==> config.mk <==
export PLATFORM = sky130hd
export DESIGN_NAME = cfs_top
export DESIGN_NICKNAME = d
export VERILOG_FILES = /design/src/cfs_pkg.sv /design/src/cfs_top.sv /design/src/cfs_pwm.sv
export SDC_FILE = /design/constraint.sdc
export NUM_CORES = 1
export LEC_CHECK = 0
export ABC_AREA = 1
export BUFFER_PORTS_ARGS = -buffer_cell sky130_fd_sc_hd__buf_4
export CORE_MARGIN = 1
export CORE_UTILIZATION = 33
export CTS_CLUSTER_DIAMETER = 30
export CTS_CLUSTER_SIZE = 20
export DETAILED_ROUTE_END_ITERATION = 8
export PLACE_DENSITY = 0.55
export RECOVER_POWER = 100
export SLEW_MARGIN = 20
export SYNTH_ARGS = -nofsm -noshare
export SYNTH_HDL_FRONTEND = slang
export SYNTH_HIERARCHICAL = 1
export SYNTH_SLANG_ARGS = --single-unit
==> constraint.sdc <==
create_clock -name i_mclk -period 1.8 [get_ports i_mclk]
set_input_delay 0.27 -clock i_mclk [delete_from_list [all_inputs] [get_ports i_mclk]]
set_output_delay 0.27 -clock i_mclk [all_outputs]
set_load 0.01 [all_outputs]
==> src/cfs_pkg.sv <==
// Constants shared by the charger fault and voltage select block.
package cfs_pkg;

  // Clock rate.
  localparam int CLK_KHZ = 125000;

  // Input over-voltage restart wait, 40 ms.
  localparam int INOV_RESTART_MS = 40;
  localparam int INOV_RESTART_CYC = INOV_RESTART_MS * CLK_KHZ;

  // Output under-voltage deglitch, 10 us.
  localparam int UV_DEGLITCH_US = 10;
  localparam int UV_DEGLITCH_CYC = (UV_DEGLITCH_US * CLK_KHZ + 999) / 1000;

  // Under-voltage blanking after startup, 3.5 ms.
  localparam int UV_BLANK_US = 3500;
  localparam int UV_BLANK_CYC = (UV_BLANK_US * CLK_KHZ + 999) / 1000;

  // Hiccup waiting period, 4.13 s.
  localparam int HICCUP_MS = 4130;
  localparam int HICCUP_CYC = HICCUP_MS * CLK_KHZ;

  // Longest voltage target transition, 100 ms.
  localparam int TRANS_MS = 100;
  localparam int TRANS_CYC = TRANS_MS * CLK_KHZ;

  // Switching cycle, 125 kHz, 99 percent longest duty.
  localparam int SW_KHZ = 125;
  localparam int SW_PERIOD_CYC = CLK_KHZ / SW_KHZ;
  localparam int MAX_DUTY_PCT = 99;
  localparam int MAX_ON_CYC = SW_PERIOD_CYC * MAX_DUTY_PCT / 100;
  localparam int DUTY_W = $clog2(SW_PERIOD_CYC);

  // Register map.
  localparam logic [7:0] ADDR_CTRL = 8'h00;
  localparam logic [7:0] ADDR_STATUS = 8'h04;
  localparam int CTRL_EN_BIT = 0;
  localparam logic CTRL_EN_RESET = 1'b1;
  localparam int ST_EN_BIT = 0;
  localparam int ST_SW_BIT = 1;
  localparam int ST_T9_BIT = 2;
  localparam int ST_DIS_BIT = 3;
  localparam int ST_HIC_BIT = 4;
  localparam int ST_HOT_BIT = 5;
  localparam int ST_INOV_BIT = 6;
  localparam int ST_OOV_BIT = 7;
  localparam int ST_TRANS_BIT = 8;

  // Decoded state of the voltage select pin.
  localparam logic [1:0] PIN_FLOAT = 2'h0;
  localparam logic [1:0] PIN_LOW = 2'h1;
  localparam logic [1:0] PIN_HIGH = 2'h2;

  // Data-line voltage request codes.
  localparam logic [1:0] DL_5V = 2'h0;
  localparam logic [1:0] DL_9V = 2'h1;
  localparam logic [1:0] DL_12V = 2'h2;

  typedef enum logic [1:0] {
    CFS_OFF,
    CFS_RUN,
    CFS_HICCUP
  } cfs_mode_e;

endpackage

==> src/cfs_top.sv <==
// Fault supervision and output voltage target selection for the charger.
`timescale 1ns/10ps

// Summary of operation
// - Floating select pin sets 5.1 V target.
// - Low select pin sets 9.1 V target.
// - High select pin keeps last target.
// - Start with high pin gives 5 V.
// - Data-line 5/9 V requests act; 12 V ignored.
// - Input over-voltage disables the converter.
// - Restart 40 ms after input over-voltage clears.
// - Output over-voltage stops switching until clear.
// - Discharge on output over-voltage or downward target change.
// - Target change completes within 100 ms.
// - Under-voltage over 10 us enters hiccup.
// - Hiccup holds converter off, then restarts.
// - Thermal shutdown above 160, release below 130.
// - Switching cycle runs at 125 kHz.
// - Peak current limit ends high-side conduction.
// - Under-voltage ignored 3.5 ms after startup.
module cfs_top
  import cfs_pkg::*;
#(
  parameter int INOV_WAIT = INOV_RESTART_CYC,
  parameter int BLANK_WAIT = UV_BLANK_CYC,
  parameter int HICCUP_WAIT = HICCUP_CYC,
  parameter int TRANS_WAIT = TRANS_CYC
) (
  input wire logic i_mclk,
  input wire logic i_rst_b,
  input wire logic i_wb_cyc,
  input wire logic i_wb_stb,
  input wire logic i_wb_we,
  input wire logic [7:0] i_wb_adr,
  input wire logic [3:0] i_wb_sel,
  input wire logic [31:0] i_wb_dat,
  output logic [31:0] o_wb_dat,
  output logic o_wb_ack,
  input wire logic i_vsel_lo,
  input wire logic i_vsel_hi,
  input wire logic i_dl_req_valid,
  input wire logic [1:0] i_dl_req_code,
  input wire logic i_in_ov,
  input wire logic i_out_ov,
  input wire logic i_out_uv,
  input wire logic i_temp_over,
  input wire logic i_temp_under,
  input wire logic i_peak_lim,
  input wire logic [DUTY_W-1:0] i_duty,
  output logic o_conv_en,
  output logic o_hs_gate,
  output logic o_target_9v,
  output logic o_discharge,
  output logic o_hiccup,
  output logic o_transition
);

  if (INOV_WAIT < 1 || BLANK_WAIT < 1 || HICCUP_WAIT < 1 ||
      TRANS_WAIT < 1) begin : g_chk
    $error("cfs_top: wait counts must be at least one cycle");
  end

  localparam int IW = $clog2(INOV_WAIT + 1);
  localparam int BW = $clog2(BLANK_WAIT + 1);
  localparam int HW = $clog2(HICCUP_WAIT + 1);
  localparam int TW = $clog2(TRANS_WAIT + 1);
  localparam int UW = $clog2(UV_DEGLITCH_CYC + 1);

  typedef struct packed {
    logic vlo1;
    logic vlo2;
    logic vhi1;
    logic vhi2;
    logic inov1;
    logic inov2;
    logic oov1;
    logic oov2;
    logic uv1;
    logic uv2;
    logic thot1;
    logic thot2;
    logic tcool1;
    logic tcool2;
    logic peak1;
    logic peak2;
    logic [1:0] pin_last;
    logic t9;
    logic down;
    logic [TW-1:0] tcnt;
    logic trans;
    logic dis;
    logic hot;
    logic [IW-1:0] icnt;
    cfs_mode_e mode;
    logic [BW-1:0] blank;
    logic [UW-1:0] uvcnt;
    logic [HW-1:0] hcnt;
    logic en;
    logic sw;
    logic hic;
    logic ctrl_en;
    logic ack;
    logic [31:0] rdat;
  } cfs_state_s;

  cfs_state_s st;
  cfs_state_s next_st;
  logic [1:0] pin_cur;
  logic pin_new;
  logic faults_clear;
  logic bus_req;
  logic [31:0] status_w;

  assign pin_cur = st.vhi2 ? PIN_HIGH : (st.vlo2 ? PIN_LOW : PIN_FLOAT);
  assign pin_new = (pin_cur != st.pin_last);
  assign faults_clear = st.ctrl_en && !st.inov2 && (st.icnt == '0) &&
                        !st.hot;
  assign bus_req = i_wb_cyc && i_wb_stb && !st.ack;

  always_comb begin
    status_w = '0;
    status_w[ST_EN_BIT] = st.en;
    status_w[ST_SW_BIT] = st.sw;
    status_w[ST_T9_BIT] = st.t9;
    status_w[ST_DIS_BIT] = st.dis;
    status_w[ST_HIC_BIT] = st.hic;
    status_w[ST_HOT_BIT] = st.hot;
    status_w[ST_INOV_BIT] = st.inov2 || (st.icnt != '0);
    status_w[ST_OOV_BIT] = st.oov2;
    status_w[ST_TRANS_BIT] = st.trans;
  end

  always_comb begin
    next_st = st;
    // Two-stage synchronisers for the pin and comparator inputs.
    next_st.vlo1 = i_vsel_lo;
    next_st.vlo2 = st.vlo1;
    next_st.vhi1 = i_vsel_hi;
    next_st.vhi2 = st.vhi1;
    next_st.inov1 = i_in_ov;
    next_st.inov2 = st.inov1;
    next_st.oov1 = i_out_ov;
    next_st.oov2 = st.oov1;
    next_st.uv1 = i_out_uv;
    next_st.uv2 = st.uv1;
    next_st.thot1 = i_temp_over;
    next_st.thot2 = st.thot1;
    next_st.tcool1 = i_temp_under;
    next_st.tcool2 = st.tcool1;
    next_st.peak1 = i_peak_lim;
    next_st.peak2 = st.peak1;

    // Target selection; a pin change to floating or low wins over a data-line request.
    next_st.pin_last = pin_cur;
    if (pin_new && pin_cur == PIN_FLOAT) begin
      next_st.t9 = 1'b0;
    end else if (pin_new && pin_cur == PIN_LOW) begin
      next_st.t9 = 1'b1;
    end else if (i_dl_req_valid) begin
      case (i_dl_req_code)
        DL_5V: next_st.t9 = 1'b0;
        DL_9V: next_st.t9 = 1'b1;
        default: next_st.t9 = st.t9;
      endcase
    end else begin
      next_st.t9 = st.t9;
    end

    // Transition window and downward discharge.
    if (next_st.t9 != st.t9) begin
      next_st.tcnt = TW'(TRANS_WAIT);
      next_st.down = st.t9;
    end else if (st.tcnt != '0) begin
      next_st.tcnt = st.tcnt - TW'(1);
    end else begin
      next_st.down = 1'b0;
    end
    next_st.trans = (next_st.tcnt != '0);
    next_st.dis = st.oov2 || next_st.down;

    // Thermal shutdown with hysteresis; the hot flag wins.
    if (st.thot2) begin
      next_st.hot = 1'b1;
    end else if (st.tcool2) begin
      next_st.hot = 1'b0;
    end

    // Input over-voltage hold and restart wait.
    if (st.inov2) begin
      next_st.icnt = IW'(INOV_WAIT);
    end else if (st.icnt != '0) begin
      next_st.icnt = st.icnt - IW'(1);
    end

    case (st.mode)
      CFS_OFF: begin
        if (faults_clear) begin
          next_st.mode = CFS_RUN;
          next_st.blank = BW'(BLANK_WAIT);
          next_st.uvcnt = '0;
        end
      end
      CFS_RUN: begin
        if (!faults_clear) begin
          next_st.mode = CFS_OFF;
        end else if (st.blank != '0) begin
          next_st.blank = st.blank - BW'(1);
          next_st.uvcnt = '0;
        end else if (st.uv2) begin
          if (st.uvcnt == UW'(UV_DEGLITCH_CYC)) begin
            next_st.mode = CFS_HICCUP;
            next_st.hcnt = HW'(HICCUP_WAIT);
          end else begin
            next_st.uvcnt = st.uvcnt + UW'(1);
          end
        end else begin
          next_st.uvcnt = '0;
        end
      end
      CFS_HICCUP: begin
        if (st.hcnt != '0) begin
          next_st.hcnt = st.hcnt - HW'(1);
        end else begin
          next_st.mode = CFS_OFF;
        end
      end
      default: begin
        next_st.mode = CFS_OFF;
      end
    endcase
    next_st.en = (next_st.mode == CFS_RUN);
    next_st.sw = next_st.en && !st.oov2;
    next_st.hic = (next_st.mode == CFS_HICCUP);

    // Wishbone slave, one-cycle registered answer.
    next_st.ack = bus_req;
    if (bus_req) begin
      if (i_wb_we && i_wb_adr == ADDR_CTRL && i_wb_sel[0]) begin
        next_st.ctrl_en = i_wb_dat[CTRL_EN_BIT];
      end
      if (i_wb_adr == ADDR_CTRL) begin
        next_st.rdat = '0;
        next_st.rdat[CTRL_EN_BIT] = st.ctrl_en;
      end else if (i_wb_adr == ADDR_STATUS) begin
        next_st.rdat = status_w;
      end else begin
        next_st.rdat = '0;
      end
    end
  end

  always_ff @(posedge i_mclk) begin
    if (!i_rst_b) begin
      st <= '0;
      st.ctrl_en <= CTRL_EN_RESET;
    end else begin
      st <= next_st;
    end
  end

  cfs_pwm #(
    .PERIOD(SW_PERIOD_CYC),
    .MAX_ON(MAX_ON_CYC),
    .PW(DUTY_W)
  ) u_pwm (
    .i_mclk(i_mclk),
    .i_rst_b(i_rst_b),
    .i_run(st.sw),
    .i_duty(i_duty),
    .i_peak(st.peak2),
    .o_gate(o_hs_gate)
  );

  assign o_wb_dat = st.rdat;
  assign o_wb_ack = st.ack;
  assign o_conv_en = st.en;
  assign o_target_9v = st.t9;
  assign o_discharge = st.dis;
  assign o_hiccup = st.hic;
  assign o_transition = st.trans;
endmodule

==> src/cfs_pwm.sv <==
// Switching cycle timer with peak current cut-off.
`timescale 1ns/10ps
module cfs_pwm
  import cfs_pkg::*;
#(
  parameter int PERIOD = SW_PERIOD_CYC,
  parameter int MAX_ON = MAX_ON_CYC,
  parameter int PW = $clog2(PERIOD)
) (
  input wire logic i_mclk,
  input wire logic i_rst_b,
  input wire logic i_run,
  input wire logic [PW-1:0] i_duty,
  input wire logic i_peak,
  output logic o_gate
);

  if (PERIOD < 2 || MAX_ON >= PERIOD || MAX_ON < 1) begin : g_chk
    $error("cfs_pwm: period or on-time limit not usable");
  end

  typedef struct packed {
    logic [PW-1:0] cnt;
    logic gate;
  } cfs_pwm_s;

  cfs_pwm_s st;
  cfs_pwm_s next_st;
  logic [PW-1:0] lim;
  logic [PW-1:0] ncnt;

  assign lim = (i_duty > PW'(MAX_ON)) ? PW'(MAX_ON) : i_duty;
  assign ncnt = (st.cnt == PW'(PERIOD - 1)) ? '0 : st.cnt + PW'(1);

  always_comb begin
    next_st = st;
    if (!i_run) begin
      next_st.cnt = '0;
      next_st.gate = 1'b0;
    end else begin
      next_st.cnt = ncnt;
      if (ncnt == '0) begin
        next_st.gate = (lim != '0) && !i_peak;
      end else begin
        next_st.gate = st.gate && !i_peak && (ncnt < lim);
      end
    end
  end

  always_ff @(posedge i_mclk) begin
    if (!i_rst_b) begin
      st <= '0;
    end else begin
      st <= next_st;
    end
  end

  assign o_gate = st.gate;
endmodule

==> results.ini <==
[grt]
grt_max_degree=36
grt.total_usage_pct=19.2
grt_pass1_wl_microns=44600
grt_pass1_vias=9326
antenna_found_initial=0
grt-ovfl-total=0

[route]
wl_met3_microns=960
m1WireLength_microns=13000
drc=2
wl_met2_microns=13000
antenna_left=0
vias=9751
drtIter0Drc=491
routed.top_layer=met4
viasPerCell=4.67
wire_per_inst_microns=13.2
dr.pass1.iters=7
wirelength_microns=27600

[setup_path]
worstSetupStartpointType=flop
r2r_slack_ns=-0.22
crit_type=reg -> reg
arrival_ns=2.37
worstPathRequired_ns=2.15
r2r_start=st[99]
crit_path_end_kind=flop
cp_max_fo=7
r2r-end=st[64]
reg2regPathDepth=12

[synthesis]
yosysUniqueCellTypes=48
synth.most_common_cell=nand2_1
synth-edff-count=0
synth_cells=1405
yosys-top-cells-count=nand2_1 (302), nor2_1 (236), dfxtp_1 (156)
yosys_warnings=6
async_reset_ff_share_pct=0
ys_seq_area_share_pct=33.7
synth-seq-cells=156
ys.flop_type=dfxtp_1
yosysTopAreaCellShare_pct=33.7
syn_area_per_cell_sq_um=6.61
synth_top_cell_by_area=dfxtp_1
synth_area_sq_um=9280
synth_area_leaders=dfxtp_1 (34%), nand2_1 (12%), nor2_1 (9.5%)

[timing]
rsz0062_at_grt=yes
drv_slew=0
setup_tns_ns=-9.38
timing.final.crit_share_pct=112
final-hold-violation-count=0
fmax_mhz=496
worst_pin_slew_ns=1.12
finClkSkew_ns=0.00977
fin_ws_ns=-0.218
setup_viol=64
min_period_ns=2.02
slew_headroom_pct=25.5

[cells_and_area]
fin_nets=1784
drive_gt1_share_pct=32.4
fin_cells=2086
final_area_sq_um=13300
fin_util_pct=47.9
n_antenna_cell=0
area_growth_pct=42.9
fill_cells=2798

[clock_network]
h-tree-depth=4
cts_sinks=156
cts_tree=built
clock_path_buffers=2
cts-root-buf=clkbuf_16
cts_made_buffers=17
clkTransAtPathRegs_ns=0.06
clkLatencyLatePin_ns=0.43

[power_and_ir_drop]
power_leakage_nw=6.25
powerDensity_nw_per_um2=1320
irDropWorstVdd_mv=0.948

[run]
cap_violations=0

[floorplanning]
die_h_microns=170
die_x_microns=170
core_area_sq_um=27700
rows=61
fp.dieArea_sq_um=28800
start_util_pct=33.5
pin_count=109

[outcome]
violations=DRC, setup timing
status=finished, violations left

[place]
dp_hpwl_microns=19600
placed_area_sq_um=11600
port_buffers=51
gp_congestion=0.880
placed_cells=2017

[worst_hold_path]
min_delay_worst_endpoint=next_st[162]
holdPathStages=3
hold_path.startpoint=i_in_ov
worstHoldPathType=in -> reg

[how the worst max path moves through the flow]
stage	from	endpoint	slack (ns)	cells after the start
2_1_floorplan	u_pwm/st[2]	u_pwm/o_gate	-0.04	15
3_3_place_gp	st[99]	st[92]	-0.16	12
3_5_place_dp	u_pwm/st[2]	u_pwm/o_gate	-0.16	16
4_1_cts	st[98]	st[55]	-0.17	12
5_1_grt	st[99]	st[62]	-0.36	12
6_report	st[99]	st[64]	-0.22	12
[state kept, by name, indices dropped and copies added, names as in the netlist]
name          flops
o_transition      1
o_target_9v       1
o_wb_ack          1
o_hiccup          1
o_discharge       1
u_pwm/o_gate      1
o_conv_en         1
o_wb_dat          9
u_pwm/st         10
st              122
next_st           8
[cell type report]
cell class	count	area, sq um	share of cell area [%]
repair buffers	317	2500	18.9
flip-flops and latches	156	3150	23.8
clock inverters	11	144	1.09
inverters	154	604	4.56
multi-input cells	1048	5920	44.7
well taps	378	473	3.57
repair inverters	1	7.51	0.0566
clock buffers	21	450	3.40
[worst max-delay path, cell delays in order (launching register included)]
cell	delay (ns)
dfxtp_2	0.32
inv_2	0.07
ha_4	0.13
nand4_1	0.12
nor3_4	0.23
nand4_2	0.16
nor2_4	0.22
nand3_4	0.13
nand2_8	0.11
buf_12	0.11
buf_12	0.11
o21ai_1	0.06
a21oi_1	0.15
[per-stage QoR]
| stage | total power [W] | hold slack, ns | worst slack, ns |
|---|---|---|---|
| floorplan | 0.00896 | 0.368 | -0.0353 |
| global placement | 0.0122 | 0.397 | -0.165 |
| detailed placement | 0.0122 | 0.403 | -0.164 |
| CTS | 0.0166 | 0.0123 | -0.171 |
| global route | 0.0188 | 0.0238 | -0.364 |
| finish | 0.0175 | 0.0278 | -0.218 |
[logic make-up after synthesis]
group / Yosys count / synth area share (%)
xor gates and xnor gates: 53 / 5.00
AOI/OAI and AO/OA: 150 / 8.72
DFF: 156 / 33.7
adders and majority gates: 19 / 2.56
other: 1 / 0.0404
and+or+nand+nor: 803 / 39.2
buffers and inverters: 223 / 10.8
[placed cells by master (no fill, tap or decap), types with 11 or more instances in the layout]
master / instances
nand3_2: 19
buf_4: 257
o21ai_1: 17
clkbuf_16: 17
a21oi_2: 18
xor2_1: 36
dfxtp_2: 15
nand2_2: 30
nand2_1: 268
nor2_4: 24
clkbuf_1: 26
inv_1: 128
o21ai_2: 11
buf_6: 18
nand3_1: 119
conb_1: 23
ha_1: 14
a21oi_1: 69
nand4_1: 26
inv_2: 17
nor3_1: 31
nor2_2: 42
xnor2_1: 17
nor2_1: 190
dfxtp_1: 138
nand3b_1: 13
[metal layers]
| metal | up-vias | GRT usage, % |
|---|---|---|
| li1 | 5067 | - |
| met1 | 4469 | 24.6 |
| met2 | 177 | 32.7 |
| met3 | 38 | 2.99 |
| met4 | 0 | 6.62 |
| met5 | - | 0 |
[power breakdown]
group,switching [W],internal [W],leakage (nW)
registers,0.000384,0.00393,1.28
logic,0.00517,0.00429,4.68
clock network,0.00148,0.00222,0.291
[timing repair]
action,4_1_cts,5_1_grt
buffers inserted,14,21
gates cloned,4,2
pin swaps,21,62
hold buffers,0,0
endpoints found under the setup margin,58,74
resized for setup,106,170
Note: power is estimated with default switching activity, not from simulation.
